<file path="src/pfcc_defines.svh">
`ifndef PFCC_DEFINES_SVH
`define PFCC_DEFINES_SVH

// Register byte offsets (own map)
`define PFCC_ADDR_CTRL 4'h0
`define PFCC_ADDR_STAT 4'h4
`define PFCC_ADDR_TOUT 4'h8
// Control fields
`define PFCC_CTRL_START 0
`define PFCC_CTRL_STOP 1
`define PFCC_CTRL_PEAK_HI 2
`define PFCC_CTRL_FIRE 3
`define PFCC_CTRL_MOTOR 4
`define PFCC_CTRL_WEAK 5
// Status fields
`define PFCC_STAT_BUSY 0
`define PFCC_STAT_DONE 1
`define PFCC_STAT_OVP 2
`define PFCC_STAT_REQ 3
`define PFCC_STAT_DONE_PIN 4
// Default charge timeout in milliseconds
`define PFCC_TOUT_MS 32'd10000
`define PFCC_CLK_MHZ 32'd125
`define PFCC_TOUT_RST (`PFCC_TOUT_MS * `PFCC_CLK_MHZ * 32'd1000)
`define PFCC_RESP_OKAY 2'b00
`define PFCC_RESP_SLVERR 2'b10

`endif

</file>
<file path="src/pfcc_pkg.sv">
package pfcc_pkg;
  typedef enum logic [1:0] {
    PFCC_IDLE,
    PFCC_CHARGING,
    PFCC_DONE,
    PFCC_FAULT
  } pfcc_state_t;

  typedef struct packed {
    logic charge_request;
    logic flash_gate;
    logic peak_select;
  } pfcc_pins_t;
endpackage

</file>
<file path="src/pfcc_axil.sv">
`timescale 1ns/100ps
`default_nettype none
`include "pfcc_defines.svh"

// ----------------------------------------
// AXI4-Lite slave, one write and one read in flight
// ----------------------------------------
module pfcc_axil
  import pfcc_pkg::*;
(
  input wire logic clk_in,
  input wire logic resetn_in,
  input wire logic [3:0] awaddr_in,
  input wire logic awvalid_in,
  output logic awready_out,
  input wire logic [31:0] wdata_in,
  input wire logic [3:0] wstrb_in,
  input wire logic wvalid_in,
  output logic wready_out,
  output logic [1:0] bresp_out,
  output logic bvalid_out,
  input wire logic bready_in,
  input wire logic [3:0] araddr_in,
  input wire logic arvalid_in,
  output logic arready_out,
  output logic [31:0] rdata_out,
  output logic [1:0] rresp_out,
  output logic rvalid_out,
  input wire logic rready_in,
  output logic wr_pulse_out,
  output logic [3:0] wr_addr_out,
  output logic [31:0] wr_data_out,
  output logic [3:0] wr_strb_out,
  input wire logic wr_ok_in,
  output logic [3:0] rd_addr_out,
  input wire logic [31:0] rd_data_in,
  input wire logic rd_ok_in
);
  logic aw_have_q;
  logic w_have_q;
  logic [3:0] awaddr_q;
  logic [31:0] wdata_q;
  logic [3:0] wstrb_q;
  logic do_wr;

  assign awready_out = !aw_have_q && !bvalid_out;
  assign wready_out = !w_have_q && !bvalid_out;
  assign do_wr = aw_have_q && w_have_q && !bvalid_out;
  assign wr_pulse_out = do_wr;
  assign wr_addr_out = awaddr_q;
  assign wr_data_out = wdata_q;
  assign wr_strb_out = wstrb_q;
  assign arready_out = !rvalid_out;
  assign rd_addr_out = araddr_in;

  always_ff @(posedge clk_in) begin
    if (!resetn_in) begin
      aw_have_q <= 1'b0;
      w_have_q <= 1'b0;
      awaddr_q <= 4'h0;
      wdata_q <= 32'h0000_0000;
      wstrb_q <= 4'h0;
    end else begin
      if (awvalid_in && awready_out) begin
        aw_have_q <= 1'b1;
        awaddr_q <= awaddr_in;
      end else if (do_wr) begin
        aw_have_q <= 1'b0;
      end
      if (wvalid_in && wready_out) begin
        w_have_q <= 1'b1;
        wdata_q <= wdata_in;
        wstrb_q <= wstrb_in;
      end else if (do_wr) begin
        w_have_q <= 1'b0;
      end
    end
  end

  always_ff @(posedge clk_in) begin
    if (!resetn_in) begin
      bvalid_out <= 1'b0;
      bresp_out <= `PFCC_RESP_OKAY;
    end else if (do_wr) begin
      bvalid_out <= 1'b1;
      bresp_out <= wr_ok_in ? `PFCC_RESP_OKAY : `PFCC_RESP_SLVERR;
    end else if (bready_in) begin
      bvalid_out <= 1'b0;
    end
  end

  always_ff @(posedge clk_in) begin
    if (!resetn_in) begin
      rvalid_out <= 1'b0;
      rdata_out <= 32'h0000_0000;
      rresp_out <= `PFCC_RESP_OKAY;
    end else if (arvalid_in && arready_out) begin
      rvalid_out <= 1'b1;
      rdata_out <= rd_ok_in ? rd_data_in : 32'h0000_0000;
      rresp_out <= rd_ok_in ? `PFCC_RESP_OKAY : `PFCC_RESP_SLVERR;
    end else if (rready_in) begin
      rvalid_out <= 1'b0;
    end
  end
endmodule

`default_nettype wire

</file>
<file path="src/pfcc_ctrl.sv">
// Function
// - Dropping charge_request low stops charging at once.
// - charge_done_n is open-drain; controller provides the pull-up (pfcc_ctrl has none; the testbench models it).
// - Controller times each charge; timeout means over-voltage, drop request.
// - Controller picks lower peak during motor use or weak battery.
//
// The register addresses and the AXI4-Lite slave port were chosen for this implementation.
`timescale 1ns/100ps
`default_nettype none
`include "pfcc_defines.svh"

module pfcc_ctrl
  import pfcc_pkg::*;
(
  input wire logic clk_in,
  input wire logic resetn_in,
  input wire logic [3:0] s_axil_awaddr_in,
  input wire logic s_axil_awvalid_in,
  output logic s_axil_awready_out,
  input wire logic [31:0] s_axil_wdata_in,
  input wire logic [3:0] s_axil_wstrb_in,
  input wire logic s_axil_wvalid_in,
  output logic s_axil_wready_out,
  output logic [1:0] s_axil_bresp_out,
  output logic s_axil_bvalid_out,
  input wire logic s_axil_bready_in,
  input wire logic [3:0] s_axil_araddr_in,
  input wire logic s_axil_arvalid_in,
  output logic s_axil_arready_out,
  output logic [31:0] s_axil_rdata_out,
  output logic [1:0] s_axil_rresp_out,
  output logic s_axil_rvalid_out,
  input wire logic s_axil_rready_in,
  output logic charge_request_out,
  output logic flash_fire_out,
  output logic peak_select_out,
  input wire logic charge_done_n_in
);
  // ----------------------------------------
  // Register decode helpers
  // ----------------------------------------
  function automatic logic addr_known(input logic [3:0] a);
    addr_known = (a == `PFCC_ADDR_CTRL) || (a == `PFCC_ADDR_STAT) || (a == `PFCC_ADDR_TOUT);
  endfunction

  logic wr_pulse;
  logic [3:0] wr_addr;
  logic [31:0] wr_data;
  logic [3:0] wr_strb;
  logic [3:0] rd_addr;
  logic [31:0] rd_data;

  pfcc_axil u_bus (
    .clk_in(clk_in),
    .resetn_in(resetn_in),
    .awaddr_in(s_axil_awaddr_in),
    .awvalid_in(s_axil_awvalid_in),
    .awready_out(s_axil_awready_out),
    .wdata_in(s_axil_wdata_in),
    .wstrb_in(s_axil_wstrb_in),
    .wvalid_in(s_axil_wvalid_in),
    .wready_out(s_axil_wready_out),
    .bresp_out(s_axil_bresp_out),
    .bvalid_out(s_axil_bvalid_out),
    .bready_in(s_axil_bready_in),
    .araddr_in(s_axil_araddr_in),
    .arvalid_in(s_axil_arvalid_in),
    .arready_out(s_axil_arready_out),
    .rdata_out(s_axil_rdata_out),
    .rresp_out(s_axil_rresp_out),
    .rvalid_out(s_axil_rvalid_out),
    .rready_in(s_axil_rready_in),
    .wr_pulse_out(wr_pulse),
    .wr_addr_out(wr_addr),
    .wr_data_out(wr_data),
    .wr_strb_out(wr_strb),
    .wr_ok_in(addr_known(wr_addr)),
    .rd_addr_out(rd_addr),
    .rd_data_in(rd_data),
    .rd_ok_in(addr_known(rd_addr))
  );

  // ----------------------------------------
  // Control and timeout registers
  // ----------------------------------------
  logic wr_ctrl;
  logic wr_tout;
  logic start_cmd;
  logic stop_cmd;
  logic peak_hi_q;
  logic fire_q;
  logic motor_q;
  logic weak_q;
  logic [31:0] tout_q;

  assign wr_ctrl = wr_pulse && (wr_addr == `PFCC_ADDR_CTRL) && wr_strb[0];
  assign wr_tout = wr_pulse && (wr_addr == `PFCC_ADDR_TOUT);
  assign start_cmd = wr_ctrl && wr_data[`PFCC_CTRL_START];
  assign stop_cmd = wr_ctrl && wr_data[`PFCC_CTRL_STOP];

  always_ff @(posedge clk_in) begin
    if (!resetn_in) begin
      peak_hi_q <= 1'b0;
      fire_q <= 1'b0;
      motor_q <= 1'b0;
      weak_q <= 1'b0;
    end else if (wr_ctrl) begin
      peak_hi_q <= wr_data[`PFCC_CTRL_PEAK_HI];
      fire_q <= wr_data[`PFCC_CTRL_FIRE];
      motor_q <= wr_data[`PFCC_CTRL_MOTOR];
      weak_q <= wr_data[`PFCC_CTRL_WEAK];
    end
  end

  genvar gi;
  generate
    for (gi = 0; gi < 4; gi++) begin : g_tout_lane
      always_ff @(posedge clk_in) begin
        if (!resetn_in) begin
          tout_q[gi*8 +: 8] <= 8'(`PFCC_TOUT_RST >> (gi*8));
        end else if (wr_tout && wr_strb[gi]) begin
          tout_q[gi*8 +: 8] <= wr_data[gi*8 +: 8];
        end
      end
    end
  endgenerate

  // ----------------------------------------
  // Charge sequencing
  // ----------------------------------------
  pfcc_state_t state_q;
  logic [31:0] timer_q;
  logic done_seen;
  logic timed_out;

  // Pin is open-drain with pull-up: low means charged
  assign done_seen = !charge_done_n_in;
  assign timed_out = (timer_q >= tout_q);

  // A new start always passes through IDLE so the device sees a fresh rising edge
  always_ff @(posedge clk_in) begin
    if (!resetn_in) begin
      state_q <= PFCC_IDLE;
    end else begin
      case (state_q)
        PFCC_IDLE: begin
          if (start_cmd && !stop_cmd) begin
            state_q <= PFCC_CHARGING;
          end
        end
        PFCC_CHARGING: begin
          if (stop_cmd) begin
            state_q <= PFCC_IDLE;
          end else if (done_seen) begin
            state_q <= PFCC_DONE;
          end else if (timed_out) begin
            // Done never comes after an over-voltage stop
            state_q <= PFCC_FAULT;
          end
        end
        PFCC_DONE, PFCC_FAULT: begin
          if (start_cmd || stop_cmd) begin
            state_q <= PFCC_IDLE;
          end
        end
        default: state_q <= PFCC_IDLE;
      endcase
    end
  end

  always_ff @(posedge clk_in) begin
    if (!resetn_in) begin
      timer_q <= 32'h0000_0000;
    end else if (state_q == PFCC_CHARGING) begin
      timer_q <= timer_q + 32'h0000_0001;
    end else begin
      timer_q <= 32'h0000_0000;
    end
  end

  // Sticky result flags; cleared by a new start, but a set wins
  logic done_flag_q;
  logic ovp_flag_q;
  logic set_done;
  logic set_ovp;

  assign set_done = (state_q == PFCC_CHARGING) && !stop_cmd && done_seen;
  assign set_ovp = (state_q == PFCC_CHARGING) && !stop_cmd && !done_seen && timed_out;

  always_ff @(posedge clk_in) begin
    if (!resetn_in) begin
      done_flag_q <= 1'b0;
      ovp_flag_q <= 1'b0;
    end else begin
      done_flag_q <= set_done || (done_flag_q && !start_cmd);
      ovp_flag_q <= set_ovp || (ovp_flag_q && !start_cmd);
    end
  end

  // ----------------------------------------
  // Pin drivers
  // ----------------------------------------
  always_ff @(posedge clk_in) begin
    if (!resetn_in) begin
      charge_request_out <= 1'b0;
      flash_fire_out <= 1'b0;
      peak_select_out <= 1'b0;
    end else begin
      // Request stays high through DONE so the device holds done; FAULT drops it
      charge_request_out <= (state_q == PFCC_CHARGING) || (state_q == PFCC_DONE);
      flash_fire_out <= fire_q;
      // Motor or weak battery forces the lower peak to protect the supply
      peak_select_out <= peak_hi_q && !motor_q && !weak_q;
    end
  end

  always_comb begin
    rd_data = 32'h0000_0000;
    case (rd_addr)
      `PFCC_ADDR_CTRL: begin
        rd_data[`PFCC_CTRL_PEAK_HI] = peak_hi_q;
        rd_data[`PFCC_CTRL_FIRE] = fire_q;
        rd_data[`PFCC_CTRL_MOTOR] = motor_q;
        rd_data[`PFCC_CTRL_WEAK] = weak_q;
      end
      `PFCC_ADDR_STAT: begin
        rd_data[`PFCC_STAT_BUSY] = (state_q == PFCC_CHARGING);
        rd_data[`PFCC_STAT_DONE] = done_flag_q;
        rd_data[`PFCC_STAT_OVP] = ovp_flag_q;
        rd_data[`PFCC_STAT_REQ] = charge_request_out;
        rd_data[`PFCC_STAT_DONE_PIN] = charge_done_n_in;
      end
      `PFCC_ADDR_TOUT: rd_data = tout_q;
      default: rd_data = 32'h0000_0000;
    endcase
  end
endmodule

`default_nettype wire

</file>
<file path="config.mk">
export PLATFORM = sky130hd
export DESIGN_NAME = pfcc_ctrl
export DESIGN_NICKNAME = d
export VERILOG_FILES = /design/src/pfcc_pkg.sv /design/src/pfcc_axil.sv /design/src/pfcc_ctrl.sv
export VERILOG_INCLUDE_DIRS = /design/src
export SDC_FILE = /design/constraint.sdc
export NUM_CORES = 1
export LEC_CHECK = 0
export BUFFER_PORTS_ARGS = -buffer_cell sky130_fd_sc_hd__buf_2
export CAP_MARGIN = 15
export CORE_ASPECT_RATIO = 0.8
export CORE_UTILIZATION = 55
export DETAILED_ROUTE_END_ITERATION = 8
export GPL_TIMING_DRIVEN = 0
export PLACE_DENSITY_LB_ADDON = 0.08
export SLEW_MARGIN = 20
export SYNTH_ARGS = -nofsm -noshare
export SYNTH_HDL_FRONTEND = slang
export SYNTH_SLANG_ARGS = --single-unit
</file>
<file path="constraint.sdc">
create_clock -name clk_in -period 2.6 [get_ports clk_in]
set_input_delay 0.52 -clock clk_in [delete_from_list [all_inputs] [get_ports clk_in]]
set_output_delay 0.52 -clock clk_in [all_outputs]
set_load 0.03 [all_outputs]
</file>
==> flow_summary.ini <==
[sta]
tns_ps = 0
rsz0062_at_grt = false
fin_skew_ps = 11.6
worst_pin_slew_ps = 604
timing.slew.headroom_pct = 59.4
setup_viol = 0
slew_violations = 0
setup_ws_ps = 136
hold_violations = 0
period_share_pct = 94.8
min_period_ps = 2460
fmax_mhz = 406

[clock_tree]
cts_buffer_depth = 2
cts_made_buffers = 17
cts.sinks = 153
cts_tree = yes
postCtsSetupBuffers = 0
h-tree-depth = 4
clkTransAtPathRegs_ps = 60
cts_root_buf = clkbuf_16
clkLatencyLatePin_ps = 430
hold_buffers = 0

[synth]
syn_inst = 821
async_flop_share_pct = 0
ys_types = 47
synth-seq-cells = 153
yosysSeqAreaShare_pct = 44.4
yosysWarnings = 0
ys_top_cells_by_area = dfxtp_1, nand2_1, a21boi_0
synth-edff-count = 0
synthFlopType = dfxtp_1
yosysMostFrequentCell = nand2_1
synth_top_cell_by_area = dfxtp_1
mappedNetlistArea_um2 = 6890
syn_avg_cell_area_um2 = 8.40
synth_top_area_share_pct = 44.4
ys_top_cells_by_count = nand2_1, dfxtp_1, a21boi_0

[floorplan]
die-area_um2 = 13000
initial_core_util_pct = 56.5
pin_count = 96
core-area_um2 = 12200
die_h_um = 102
die_w_um = 127
rows = 36

[worst_setup_path]
r2r-start = tout_q[10]
setup.worst_path.end_class = register
crit_chain = inv_1 -> ha_1 -> and4_1 -> or4b_2 -> o221ai_2 -> a211oi_2 -> a21oi_2 -> mux2i_1
path_max_fanout = 3
critPathKind = reg2reg
path_buf_inv = 1
endpoint = state_q[1]
rrSetupSlack_ps = 140
crit_start = tout_q[10]
r2r_end = state_q[1]
crit_arrival_ps = 2810
rr_worst_depth = 8
start_kind = register
crit_slowest_cell = or4b_2
slowest_delay_ps = 600
crit_family = simple AND/OR/NAND/NOR gates
path_depth = 8
worstPathRequired_ps = 2950

[drt]
routed_wl_mm = 17.1
antenna_left = 0
drt_iter0_drc = 277
dr.pass1.iters = 4
via_count = 5899
routedWlPerCell_um = 15.3
vias_per_cell = 5.28
drc_errors = 0

[placement]
post-dp-hpwl_mm = 13.1
dp_slack_ps = 53.1
gp_congestion = 0.902
io_buffer_count = 92

[global_routing]
grt_usage_pct = 27.9
overflow = 0
grt_max_degree = 17
grt_pass1_vias = 5504
grt_first_pass_wirelength_mm = 27.8
antenna_found_initial = 0

[power]
p_total_uw = 5260
powerDensity_nw_per_um2 = 642
ir_drop_mv = 0.564
leakage_uw = 0.00328

[run]
cap_violations = 0

[layout]
drive_gt1_share_pct = 14.6
syn2layout_area_growth_pct = 18.8
final_net_count = 1022
antennaDiodeCount = 0

[outcome]
status = completed

[worst_hold_path]
hold_class = in2reg
final cells by class:
class                      instances  area [µm²]
timing repair buffer              92         460
fill                            1037        4020
buffer                            47         185
clock buffer                      21         470
tap                              171         214
inverter                          41         154
multi-input combinational        581        3510
sequential                       153        3060
clock inverter                    11         134
placed cells by master (no fill, tap or decap), types with 5 or more instances in the layout:
master     instances
a21boi_0          85
a21oi_1           22
and2_1            13
and3_1             5
buf_2             93
clkbuf_1          41
clkbuf_16         17
dfxtp_1          153
ha_1              37
inv_1             41
mux2i_1            8
nand2_1          173
nand3_1           79
nand4_1           10
nor2_1            32
nor2b_1           14
nor3_1             5
o21ai_0           22
or3_1              9
xnor2_1            5
xor2_1            17
routing by layer:
layer / global-route usage [%] / up-vias / routed length (µm)
met5: 0 / - / 0
met4: 10.3 / 0 / 203
met3: 5.18 / 14 / 922
met2: 44.7 / 151 / 7660
met1: 37.9 / 2730 / 8340
li1: - / 3004 / -
worst min-delay path by stage:
stage | startpoint | to | slack, ps | cells after the start
finish | s_axil_wdata_in[15] | u_bus.wr_data_out[15] | 340 | 3
global route | s_axil_wstrb_in[3] | u_bus.wr_strb_out[3] | 340 | 3
CTS | s_axil_wstrb_in[3] | u_bus.wr_strb_out[3] | 330 | 3
detailed placement | timer_q[0] | timer_q[0] | 450 | 1
global placement | timer_q[0] | timer_q[0] | 440 | 1
floorplan | motor_q | peak_select_out | 410 | 1
tightest hold or removal path, cell delays in order:
cell and delay (ps):
buf_2 90, nand2_1 40, a21boi_0 60
power breakdown:
group	internal, µW	switching (µW)	total, µW
clock	1510	1000	2510
sequential	2400	36.5	2430
combinational	115	202	317
total	4020	1240	5260
cells by family (layout without fill, tap and decap cells):
logic type	count (synthesis)	count (layout)	share of synthesized area, %
AO/OA/AOI/OAI	152	152	15.2
flip-flops	153	153	44.4
AND/OR/NAND/NOR	357	357	24.2
other	1	2	0.0544
multiplexers	11	11	1.65
adder cells (fa/ha/maj)	37	37	6.72
buffers and inverters	88	212	4.92
XOR/XNOR	22	22	2.79
registers in the layout, indices dropped and copies added, names as in the netlist, 2 cells and up:
signal and count:
u_bus.rdata_out 32, u_bus.wr_addr_out 4, u_bus.wr_strb_out 4, u_bus.wr_data_out 32
state_q 2, timer_q 32, tout_q 32
stage by stage:
step | instance area (µm²) | instances | hold WS, ps | utilization [%]
global route | 8190 | 1117 | 341 | 67.1
detailed placement | 7570 | 1085 | 450 | 62.0
global placement | 7570 | 1085 | 440 | 62.0
CTS | 8180 | 1117 | 332 | 67.0
finish | 8190 | 1117 | 338 | 67.1
floorplan | 6900 | 822 | 412 | -
timing repair:
action                                  4_1_cts  5_1_grt
endpoints found under the setup margin        0        2
endpoints found under the hold margin         0        0
gates resized for setup                       0        3
(Power assumes the default switching activity.)
